### src/shared/strap_config_cfg.svh
`ifndef STRAP_CONFIG_CFG_SVH
`define STRAP_CONFIG_CFG_SVH

// ****************************************
// management addressing
// ****************************************
`define SCC_DEVAD_PMA        5'h01
`define SCC_DEVAD_VEND1      5'h1f
`define SCC_DEVAD_VEND2      5'h1e
`define SCC_ADDR_IDENT_HIGH  16'h0002
`define SCC_ADDR_IDENT_LOW   16'h0003
`define SCC_ADDR_CTRL        16'h0010
`define SCC_ADDR_STATUS      16'h0011
`define SCC_ADDR_LEADER      16'h0012
`define SCC_ADDR_TX_LEVEL    16'h0013
`define SCC_ADDR_STRAP_VIEW  16'h0014

// ****************************************
// field positions
// ****************************************
`define SCC_CTRL_PD_BIT      0
`define SCC_CTRL_SWRST_BIT   1
`define SCC_STAT_READY_BIT   0
`define SCC_STAT_PD_BIT      1
`define SCC_LEAD_ADV_BIT     0
`define SCC_LEAD_FORCED_BIT  1
`define SCC_TX_ABLE_BIT      0
`define SCC_TX_ADV_BIT       1
`define SCC_VIEW_MAC_LSB     0
`define SCC_VIEW_MEDIA_BIT   2
`define SCC_VIEW_ADDR_LSB    3
`define SCC_ID_ORG_LSB       10
`define SCC_ID_MODEL_LSB     4
`define SCC_ID_REV_LSB       0

// ****************************************
// reset values and timing
// ****************************************
`define SCC_STARTUP_CYCLES   16
`define SCC_DATA_RESET       16'h0000
`define SCC_STRAP_RESET      9'h000

`endif

### src/shared/strap_config_pkg.sv
package strap_config_pkg;

  typedef enum logic [1:0] {
    ST_RESET   = 2'b00,
    ST_CAPTURE = 2'b01,
    ST_RUN     = 2'b10
  } seq_state_t;

  typedef enum logic [1:0] {
    MAC_RMII  = 2'b00,
    MAC_RGMII = 2'b01,
    MAC_RESV  = 2'b10,
    MAC_MII   = 2'b11
  } mac_if_t;

  // one bit per shared configuration pin
  typedef struct packed {
    logic [2:0] mgmt_addr_strap;
    logic       media_converter_strap;
    logic       mac_if_select_hi_strap;
    logic       mac_if_select_lo_strap;
    logic       tx_high_level_strap;
    logic       leader_pref_strap;
    logic       powerdown_after_reset_strap;
  } strap_pins_t;

  // decoded management frame
  typedef struct packed {
    logic        req;
    logic        c45;
    logic [4:0]  devad;
    logic [15:0] addr;
    logic        wr;
    logic [15:0] wdata;
  } mgmt_req_t;

endpackage : strap_config_pkg

### src/rtl/strap_config_capture.sv
`timescale 1ns/1ps
`include "strap_config_cfg.svh"
// Behaviour
// strap low: power down after reset
// sample leader strap on every reset
// leader strap defaults advertised and forced bits
// leader bits writable, revert on reset
// tx strap low: high level enabled
// tx strap high: high level disabled
// low-only strap ignores ability writes
// ability bit reports high level support
// decode two mac select straps
// floating straps give documented defaults
// unmanaged active start runs autonegotiation
// board holds powerdown strap high unmanaged
// board drives media strap for converter
// stay powered down until software clears
// identifiers readable at both access paths
// identifier field layout
// software checks ident then ready bit
// identifiers invalid until start-up completes
// powerdown status follows control bit; the status bit reads 0 while ready is low
// sample after reset, then pins resume
// powerdown bit loaded, clear leaves powerdown
// three straps set management address
// capture once, after STARTUP_CYCLES start-up cycles
// writes persist until next reset

module strap_config_capture #(
  parameter int          STARTUP_CYCLES = `SCC_STARTUP_CYCLES,
  parameter logic [15:0] ORG_HIGH       = 16'h5a5a, // arbitrary value
  parameter logic [5:0]  ORG_LOW        = 6'h15,    // arbitrary value
  parameter logic [5:0]  MODEL_NUM      = 6'h2a,    // arbitrary value
  parameter logic [3:0]  REV_NUM        = 4'h3      // arbitrary value
) (
  input  wire logic                         clock_i,
  input  wire logic                         rst_n_i,
  input  wire strap_config_pkg::strap_pins_t pins_i,
  input  wire strap_config_pkg::strap_pins_t func_i,
  output strap_config_pkg::strap_pins_t     pins_o,
  output strap_config_pkg::strap_pins_t     pins_oe_n_o,
  input  wire strap_config_pkg::mgmt_req_t  mgmt_i,
  output logic                              mgmt_ack_o,
  output logic [15:0]                       mgmt_rdata_o,
  output logic                              system_ready_o,
  output logic                              powerdown_o,
  output logic                              an_enable_o,
  output logic                              adv_leader_o,
  output logic                              forced_leader_o,
  output logic                              high_level_mode_o,
  output logic                              adv_high_level_o,
  output strap_config_pkg::mac_if_t         mac_if_o,
  output logic                              media_converter_o,
  output logic [2:0]                        mgmt_addr_o
);

  localparam int CW = $clog2(STARTUP_CYCLES + 1);

  // ****************************************
  // state
  // ****************************************
  strap_config_pkg::seq_state_t  state_r,  state_nxt;
  logic [CW-1:0]                 cnt_r,    cnt_nxt;
  strap_config_pkg::strap_pins_t strap_r,  strap_nxt;
  logic                          pd_r,     pd_nxt;
  logic                          adv_lead_r, adv_lead_nxt;
  logic                          frc_lead_r, frc_lead_nxt;
  logic                          able_r,   able_nxt;
  logic                          adv_hi_r, adv_hi_nxt;
  logic                          ack_r,    ack_nxt;
  logic [15:0]                   rdata_r,  rdata_nxt;
  strap_config_pkg::strap_pins_t pout_r,   pout_nxt;
  strap_config_pkg::strap_pins_t poe_r,    poe_nxt;
  logic                          ready_r,  ready_nxt;
  logic                          an_r,     an_nxt;

  // ****************************************
  // address decode
  // ****************************************
  logic ident_path;
  logic vend_path;
  logic [15:0] id_high;
  logic [15:0] id_low;
  logic        ident_live;
  logic        wr_ok;
  logic        wr_ctrl;
  logic        wr_lead;
  logic        wr_tx;
  logic        soft_rst;

  always_comb begin
    // clause 22 any, clause 45 on the pma or VEND1 vendor device
    ident_path = !mgmt_i.c45 || (mgmt_i.devad == `SCC_DEVAD_PMA) ||
                 (mgmt_i.devad == `SCC_DEVAD_VEND1);
    vend_path  = mgmt_i.c45 && (mgmt_i.devad == `SCC_DEVAD_VEND2);
    id_high    = ORG_HIGH;
    id_low     = {ORG_LOW, MODEL_NUM, REV_NUM};
    // identifiers stay hidden until the start-up sequence reports ready
    ident_live = ready_r && (state_r == strap_config_pkg::ST_RUN);
    // writes count only on the VEND2 vendor device once the straps are in
    wr_ok      = mgmt_i.req && mgmt_i.wr && vend_path &&
                 (state_r == strap_config_pkg::ST_RUN);
    wr_ctrl    = wr_ok && (mgmt_i.addr == `SCC_ADDR_CTRL);
    wr_lead    = wr_ok && (mgmt_i.addr == `SCC_ADDR_LEADER);
    wr_tx      = wr_ok && (mgmt_i.addr == `SCC_ADDR_TX_LEVEL);
    soft_rst   = wr_ctrl && mgmt_i.wdata[`SCC_CTRL_SWRST_BIT];
  end

  // ****************************************
  // start-up sequencer
  // ****************************************
  always_comb begin
    state_nxt = state_r;
    cnt_nxt   = cnt_r;
    ready_nxt = 1'b0;
    case (state_r)
      strap_config_pkg::ST_RESET: begin
        if (cnt_r == CW'(STARTUP_CYCLES - 1)) begin
          state_nxt = strap_config_pkg::ST_CAPTURE;
        end else begin
          cnt_nxt = cnt_r + CW'(1);
        end
      end
      strap_config_pkg::ST_CAPTURE: begin
        state_nxt = strap_config_pkg::ST_RUN;
      end
      strap_config_pkg::ST_RUN: begin
        ready_nxt = 1'b1;
        // software reset reruns the whole strap sequence
        if (soft_rst) begin
          state_nxt = strap_config_pkg::ST_RESET;
          cnt_nxt   = '0;
        end
      end
      default: begin
        state_nxt = strap_config_pkg::ST_RESET;
        cnt_nxt   = '0;
      end
    endcase
  end

  always_ff @(posedge clock_i or negedge rst_n_i) begin
    if (!rst_n_i) begin
      state_r <= strap_config_pkg::ST_RESET;
      cnt_r   <= '0;
      ready_r <= 1'b0;
    end else begin
      state_r <= state_nxt;
      cnt_r   <= cnt_nxt;
      ready_r <= ready_nxt;
    end
  end

  // ****************************************
  // strap-defaulted registers
  // ****************************************
  always_comb begin
    strap_nxt    = strap_r;
    pd_nxt       = pd_r;
    adv_lead_nxt = adv_lead_r;
    frc_lead_nxt = frc_lead_r;
    able_nxt     = able_r;
    adv_hi_nxt   = adv_hi_r;
    if (state_r == strap_config_pkg::ST_CAPTURE) begin
      strap_nxt    = pins_i;
      pd_nxt       = !pins_i.powerdown_after_reset_strap;
      adv_lead_nxt = pins_i.leader_pref_strap;
      frc_lead_nxt = pins_i.leader_pref_strap;
      able_nxt     = !pins_i.tx_high_level_strap;
      adv_hi_nxt   = !pins_i.tx_high_level_strap;
    end
    if (wr_ctrl) begin
      pd_nxt = mgmt_i.wdata[`SCC_CTRL_PD_BIT];
    end
    if (wr_lead) begin
      adv_lead_nxt = mgmt_i.wdata[`SCC_LEAD_ADV_BIT];
      frc_lead_nxt = mgmt_i.wdata[`SCC_LEAD_FORCED_BIT];
    end
    // the advertised bit only moves while the ability is there
    if (wr_tx && able_r) begin
      adv_hi_nxt = mgmt_i.wdata[`SCC_TX_ADV_BIT];
    end
    // follows the next powerdown value so it never runs while powered down
    an_nxt = (state_nxt == strap_config_pkg::ST_RUN) && !pd_nxt;
  end

  always_ff @(posedge clock_i or negedge rst_n_i) begin
    if (!rst_n_i) begin
      strap_r    <= `SCC_STRAP_RESET;
      pd_r       <= 1'b1;
      adv_lead_r <= 1'b0;
      frc_lead_r <= 1'b0;
      able_r     <= 1'b0;
      adv_hi_r   <= 1'b0;
      an_r       <= 1'b0;
    end else begin
      strap_r    <= strap_nxt;
      pd_r       <= pd_nxt;
      adv_lead_r <= adv_lead_nxt;
      frc_lead_r <= frc_lead_nxt;
      able_r     <= able_nxt;
      adv_hi_r   <= adv_hi_nxt;
      an_r       <= an_nxt;
    end
  end

  // ****************************************
  // management response
  // ****************************************
  always_comb begin
    ack_nxt   = 1'b0;
    rdata_nxt = rdata_r;
    if (mgmt_i.req) begin
      ack_nxt   = 1'b1;
      rdata_nxt = `SCC_DATA_RESET;
      if (!mgmt_i.wr) begin
        if (ident_path && mgmt_i.addr == `SCC_ADDR_IDENT_HIGH) begin
          rdata_nxt = ident_live ? id_high : `SCC_DATA_RESET;
        end else if (ident_path && mgmt_i.addr == `SCC_ADDR_IDENT_LOW) begin
          rdata_nxt = ident_live ? id_low : `SCC_DATA_RESET;
        end else if (vend_path) begin
          case (mgmt_i.addr)
            `SCC_ADDR_CTRL: rdata_nxt[`SCC_CTRL_PD_BIT] = pd_r;
            `SCC_ADDR_STATUS: begin
              rdata_nxt[`SCC_STAT_READY_BIT] = ready_r;
              rdata_nxt[`SCC_STAT_PD_BIT]    = pd_r && ready_r;
            end
            `SCC_ADDR_LEADER: begin
              rdata_nxt[`SCC_LEAD_ADV_BIT]    = adv_lead_r;
              rdata_nxt[`SCC_LEAD_FORCED_BIT] = frc_lead_r;
            end
            `SCC_ADDR_TX_LEVEL: begin
              rdata_nxt[`SCC_TX_ABLE_BIT] = able_r;
              rdata_nxt[`SCC_TX_ADV_BIT]  = adv_hi_r;
            end
            `SCC_ADDR_STRAP_VIEW: begin
              rdata_nxt[`SCC_VIEW_MAC_LSB +: 2] = {strap_r.mac_if_select_hi_strap,
                                                   strap_r.mac_if_select_lo_strap};
              rdata_nxt[`SCC_VIEW_MEDIA_BIT]    = strap_r.media_converter_strap;
              rdata_nxt[`SCC_VIEW_ADDR_LSB +: 3] = strap_r.mgmt_addr_strap;
            end
            default: rdata_nxt = `SCC_DATA_RESET;
          endcase
        end
      end
    end
  end

  always_ff @(posedge clock_i or negedge rst_n_i) begin
    if (!rst_n_i) begin
      ack_r   <= 1'b0;
      rdata_r <= `SCC_DATA_RESET;
    end else begin
      ack_r   <= ack_nxt;
      rdata_r <= rdata_nxt;
    end
  end

  // ****************************************
  // shared pin drive
  // ****************************************
  always_comb begin
    // pins released so strap resistors set the level
    pout_nxt = '0;
    poe_nxt  = '1;
    if (state_r == strap_config_pkg::ST_RUN) begin
      pout_nxt = func_i;
      poe_nxt  = '0;
    end
  end

  always_ff @(posedge clock_i or negedge rst_n_i) begin
    if (!rst_n_i) begin
      pout_r <= '0;
      poe_r  <= '1;
    end else begin
      pout_r <= pout_nxt;
      poe_r  <= poe_nxt;
    end
  end

  // ****************************************
  // outputs
  // ****************************************
  assign pins_o            = pout_r;
  assign pins_oe_n_o       = poe_r;
  assign mgmt_ack_o        = ack_r;
  assign mgmt_rdata_o      = rdata_r;
  assign system_ready_o    = ready_r;
  assign powerdown_o       = pd_r;
  assign an_enable_o       = an_r;
  assign adv_leader_o      = adv_lead_r;
  assign forced_leader_o   = frc_lead_r;
  assign high_level_mode_o = able_r;
  assign adv_high_level_o  = adv_hi_r;
  // reserved code passes through unchanged
  assign mac_if_o          = strap_config_pkg::mac_if_t'({strap_r.mac_if_select_hi_strap,
                                                          strap_r.mac_if_select_lo_strap});
  assign media_converter_o = strap_r.media_converter_strap;
  assign mgmt_addr_o       = strap_r.mgmt_addr_strap;

endmodule : strap_config_capture

### config.mk
export PLATFORM = sky130hd
export DESIGN_NAME = strap_config_capture
export DESIGN_NICKNAME = d
export VERILOG_FILES = /design/src/shared/strap_config_pkg.sv /design/src/rtl/strap_config_capture.sv
export VERILOG_INCLUDE_DIRS = /design/src /design/src/shared
export SDC_FILE = /design/constraint.sdc
export NUM_CORES = 1
export LEC_CHECK = 0
export BUFFER_PORTS_ARGS = -buffer_cell sky130_fd_sc_hd__buf_2
export CAP_MARGIN = 20
export CORE_MARGIN = 2
export CORE_UTILIZATION = 40
export DETAILED_ROUTE_END_ITERATION = 8
export PLACE_DENSITY = 0.81
export RECOVER_POWER = 100
export SLEW_MARGIN = 30
export SYNTH_ARGS = -nofsm -noshare
export SYNTH_HDL_FRONTEND = slang
export SYNTH_SLANG_ARGS = --single-unit
### constraint.sdc
create_clock -name clock_i -period 2.4 [get_ports clock_i]
set_clock_uncertainty 0.2 [all_clocks]
set_input_delay 0.72 -clock clock_i [delete_from_list [all_inputs] [get_ports clock_i]]
set_output_delay 0.72 -clock clock_i [all_outputs]
set_load 0.02 [all_outputs]
== Word-level counts from Yosys, hierarchy flattened ==
Index checks and enable logic that the tools add are counted.

* Register bits: 55
* Output and inout port bits: 48

* Bitwise gates (word level): 1
* Add/subtract/negate cells: 1
* Muxes and demuxes: 26
* Eq/ne operators: 16
* Reduce and logical (&&, ||, !) cells: 24

{| class="wikitable"
|+ Operators by type and width
! kind !! number
|-
| == test 16 x 5 -> 1 bit, second input constant || 5
|-
| 2-to-1 mux 15 bit || 5
|-
| == test 16 x 2 -> 1 bit, second input constant || 2
|-
| 2-to-1 mux 9 bit || 2
|-
| one-hot mux 5 bit (3 select lines) || 1
|-
| logical AND 1 bit || 14
|-
| == test 5 bit, second input constant || 2
|-
| 2-to-1 mux 5 bit || 2
|-
| 2-to-1 mux 1 bit || 9
|-
| 2-to-1 mux 6 bit || 1
|-
| one-hot mux 2 bit (3 select lines) || 1
|-
| adder 5 x 1 -> 5 bit, second input constant || 1
|-
| == test 5 x 1 -> 1 bit, second input constant || 1
|-
| == test 5 x 4 -> 1 bit, second input constant || 1
|-
| one-hot mux 1 bit (5 select lines) || 1
|-
| == test 2 bit, second input constant || 2
|-
| logical NOT 1 bit || 4
|-
| 2-to-1 mux 2 bit || 2
|-
| 2-to-1 mux 4 bit || 1
|-
| inequality test 2 bit, second input constant || 2
|-
| one-hot mux 1 bit (4 select lines) || 1
|-
| nonzero test 2 bit || 2
|-
| AND reduction 3 bit || 1
|-
| == test 2 x 1 -> 1 bit, second input constant || 1
|-
| other kinds (3) || 4
|}

== Logic depth before layout (Yosys ltp) ==
* Word-level depth: 10
* Gate-level depth with buffers: 7

== Worst setup path before layout ==
No wires, ideal clock.

* Path kind: in2reg
* Start: input mgmt_i[19] (netlist bit)
* End: register rdata_r[4] (netlist: mgmt_rdata_o[4])
* Setup time: 65 ps
* Arrival time: 2000 ps
* Path slack: 136 ps
* Required time: 2135 ps
* Stages on the path: 6
* Cells stage by stage: buf_6 -> nand2b_4 -> or3_4 -> or4_4 -> nor2_4 -> a211o_1

* Word-level cells in the longest chain between the ends: 6
* Elaborated cells on any way between the ends: 10
* Classes of those cells: eq/ne (3); mux (5); reduce/logical (2)

{| class="wikitable"
|+ Ends and longest elaborated chain
! element !! line !! source
|-
| start: declaration || strap_config_capture.sv:42 || <nowiki>input wire strap_config_pkg::mgmt_req_t mgmt_i,</nowiki>
|-
| == test 16 x 5 -> 1 bit || strap_config_capture.sv:222 || <nowiki>case (mgmt_i.addr)</nowiki>
|-
| 2-to-1 mux 4 bit || strap_config_capture.sv:222 ||
|-
| 2-to-1 mux 6 bit || strap_config_capture.sv:221 || <nowiki>end else if (vend_path) begin</nowiki>
|-
| 2-to-1 mux 15 bit || strap_config_capture.sv:219 || <nowiki>end else if (ident_path && mgmt_i.addr == `SCC_ADDR_IDENT_LOW) begin</nowiki>
|-
| 2-to-1 mux 15 bit * || strap_config_capture.sv:217 || <nowiki>if (ident_path && mgmt_i.addr == `SCC_ADDR_IDENT_HIGH) begin</nowiki>
|-
| 2-to-1 mux 15 bit * || strap_config_capture.sv:216 || <nowiki>if (!mgmt_i.wr) begin</nowiki>
|-
| end signal: assignment || strap_config_capture.sv:252 || <nowiki>rdata_r <= `SCC_DATA_RESET;</nowiki>
|-
| end signal: assignment || strap_config_capture.sv:255 || <nowiki>rdata_r <= rdata_nxt;</nowiki>
|-
| end: declaration || strap_config_capture.sv:71 || <nowiki>logic [15:0] rdata_r, rdata_nxt;</nowiki>
|}

Mark *: on every way between the ends. The rest lies on a longest branch, timed or not.
A chain may end at the register's enable or synchronous reset.

== Worst setup path after layout ==
* Start: input mgmt_i[26] (netlist bit)
* End: register adv_lead_r (netlist: adv_leader_o)

* Word-level cells in the longest chain between the ends: 3
* Elaborated cells on any way between the ends: 4
* Classes of those cells: eq/ne (1); mux (1); reduce/logical (2)

{| class="wikitable"
|+ Ends and longest elaborated chain
! element !! line !! source
|-
| == test 16 x 5 -> 1 bit * || -- ||
|-
| logical AND 1 bit * || strap_config_capture.sv:104 || <nowiki>wr_lead = wr_ok && (mgmt_i.addr == `SCC_ADDR_LEADER);</nowiki>
|-
| 2-to-1 mux 1 bit / nonzero test 2 bit (equally long branches) || -- ||
|-
| end signal: assignment || strap_config_capture.sv:199 || <nowiki>adv_lead_r <= adv_lead_nxt;</nowiki>
|-
| end: declaration || strap_config_capture.sv:66 || <nowiki>logic adv_lead_r, adv_lead_nxt;</nowiki>
|}

Marks and branches as above.

==> flow_summary.json <==
{
  "status": "completed",
  "cts.path.max_buffers": 2,
  "ctsHtreeMaxLevel": 2,
  "dp_hpwl_um": 3657,
  "power_mw": 1.299,
  "rrSetupSlack_ps": 440,
  "setup_slack_ps": 206.6,
  "track_usage_pct": 16.17,
  "ant_nets": 0,
  "grt_max_degree": 20,
  "cp_data_required_time_ps": 2380,
  "ys_async_sr_fraction_pct": 100.0,
  "num_rows": 26,
  "max_slew_margin_pct": 46.95,
  "cts_sinks": 40,
  "min_path_type": "input port to async pin",
  "synth_area_leader_cell": "dfrtp_1",
  "drive_gt1_share_pct": 25.08,
  "ys_seq_area_share_pct": 48.69,
  "power_density_nw_per_um2": 506.5,
  "fillCellCount": 496,
  "startpoint_type": "input port",
  "ys_types": 52,
  "vdd_drop_max_mv": 0.3944,
  "die_area_sq_um": 5742,
  "fp.dieW_um": 75.78,
  "grt_pass1_wl_um": 6913,
  "worstPathArrival_ps": 2170,
  "cts-hold-fix-buffers": 0,
  "pin_count": 108,
  "root_buffer": "clkbuf_8",
  "cp-end-kind": "flip-flop",
  "start_util_pct": 40.87,
  "clk-insertion-delay-late_ps": 290,
  "io_buffers": 90,
  "drt_first_pass_iters": 5,
  "cts-resized-gates": 0,
  "cts_setup_buffers": 0,
  "tritoncts": "done",
  "reg2reg_from": "state_r[1]$_DFF_PN0_",
  "final.min_clock_period_ps": 2193,
  "path_cells": "buf_2 -> nor4_2 -> nand3_2 -> buf_12 -> nor3_1 -> nor2_1 -> a221o_1",
  "drt_iter0_drc": 109,
  "clock.fmax_mhz": 455.9,
  "vias_per_cell": 4.855,
  "critical_path.slowest_cell": "nor3_1",
  "syn_area_sq_um": 2061,
  "tightest_slew_ps": 795.8,
  "worstSetupPathType": "input port to flip-flop",
  "area_delta_synth_final_pct": 24.47,
  "grt_pass1_vias": 1564,
  "period_share_pct": 91.39,
  "netlist_top_cells_area": "dfrtp_1, buf_4, nand2_1, and2_1, dfstp_2",
  "detailedPlace.worstSlack_ps": -53.82,
  "yosysTopAreaCellShare_pct": 46.14,
  "cap_violations": 0,
  "gp_congestion": 0.8786,
  "die_h_um": 75.78,
  "clk_pin_slew_worst_paths_ps": 80,
  "vias": 1772,
  "drt-total-wl_um": 4616,
  "r2r-end": "adv_leader_o$_DFFE_PN0P_",
  "slew_viol_final": 0,
  "synth-seq-cells": 40,
  "leakage_nw": 1.153,
  "wl_per_cell_um": 12.65,
  "final_area_sq_um": 2565,
  "synth_edf_count": 0,
  "final_nets": 356,
  "hold_viol_final": 0,
  "core-area_sq_um": 5042,
  "yosysMostFrequentCell": "dfrtp_1",
  "final-setup-viol-count": 0,
  "critical_path_peak_fanout": 7,
  "place_area_sq_um": 2545,
  "slowest_delay_ps": 330,
  "numCtsBuffers": 5,
  "grt_overflow": 0,
  "syn_inst": 208,
  "route.detailed.drc": 0,
  "rsz0062_at_grt": "false",
  "rr_worst_depth": 6,
  "ys.flop_type": "dfrtp_1",
  "syn_avg_cell_area_sq_um": 9.907,
  "synth_common_cells": "dfrtp_1, nand2_1, buf_4",
  "antenna_found_initial": 0,
  "yosysWarnings": 0,
  "antenna_cells": 0,
  "fin_tns_setup_ps": 0
}
==> registers in the layout, indices dropped and copies added, names as in the netlist <==
name	count
powerdown_o	1
cnt_r	5
mgmt_ack_o	1
adv_high_level_o	1
high_level_mode_o	1
adv_leader_o	1
system_ready_o	1
state_r	2
an_enable_o	1
mac_if_o	2
forced_leader_o	1
media_converter_o	1
pins_oe_n_o	1
mgmt_rdata_o	9
mgmt_addr_o	3
pins_o	9
==> routing by layer <==
metal	GRT usage, %	vias to the layer above	wire length (um)
met1	18.90	818	1936
li1	-	873	-
met4	6.433	0	97
met3	5.291	10	349
met2	27.39	71	2233
met5	0	-	0
==> final cells by class <==
| cell class | count | area [sq um] | share of cell area [%] |
|---|---|---|---|
| Timing Repair Buffer | 101 | 474.2 | 18.49 |
| Multi-Input combinational cell | 137 | 865.8 | 33.76 |
| Clock buffer | 8 | 100.1 | 3.902 |
| Inverter | 9 | 33.78 | 1.317 |
| Sequential cell | 40 | 1003 | 39.12 |
| Tap cell | 70 | 87.58 | 3.415 |
==> power by group <==
part           internal, mW  switching, mW  leakage [nW]
Combinational        0.0512         0.0727         0.664
Sequential            0.684        0.00412         0.438
Clock                 0.262          0.224        0.0515
Total                 0.998          0.301          1.15
==> placed cells by master, fill, tap and decap left out, types with 2 or more instances in the layout <==
master,instances
clkbuf_1,50
buf_2,45
dfrtp_1,38
nand2_1,29
inv_1,9
nor2_1,9
o21ai_0,9
nand3_1,8
and2_1,7
clkbuf_8,7
nor2b_1,6
o22ai_1,6
buf_4,6
nor3_1,5
nand4_1,4
mux2i_1,4
nand2b_1,3
nor4_2,3
conb_1,3
and3_1,2
nor3b_1,2
and2_0,2
a21oi_1,2
nor4_1,2
o21ai_1,2
a211o_1,2
nand4b_1,2
a221o_1,2
xor2_1,2
ha_1,2
==> how the worst max path moves through the flow <==
stage	slack (ps)	cells after the start	end	start
after global placement	10	7	an_enable_o$_DFF_PN0_	mgmt_i[27]
after floorplan	140	6	mgmt_rdata_o[4]$_DFFE_PN0P_	mgmt_i[19]
after global routing	50	7	an_enable_o$_DFF_PN0_	mgmt_i[27]
after detailed placement	-50	7	an_enable_o$_DFF_PN0_	mgmt_i[26]
final	210	7	adv_leader_o$_DFFE_PN0P_	mgmt_i[26]
after CTS	250	7	an_enable_o$_DFF_PN0_	mgmt_i[26]
==> cells by family after synthesis <==
family / synth area share (%)
mux: 3.036
simple gates: 27.44
buf+inv: 9.229
xor+xnor: 1.275
flops: 48.69
compound gates: 8.926
other cells: 0.1820
fa+ha+maj: 1.214
==> metrics by stage <==
step           std cells  hold WS, ps  utilization [%]
2_1_floorplan        210        224.4                -
3_3_place_gp         357        283.4            50.47
3_5_place_dp         357        290.9            50.47
4_1_cts              365        96.50            52.46
5_1_grt              365        270.2            50.87
6_report             365        225.6            50.87
==> critical path: cells and delay by family <==
family | cells | cell delay, ps
simple gates | 4 | 900
buf+inv | 2 | 280
compound gates | 1 | 260
Power figures use the tool's default switching activity.
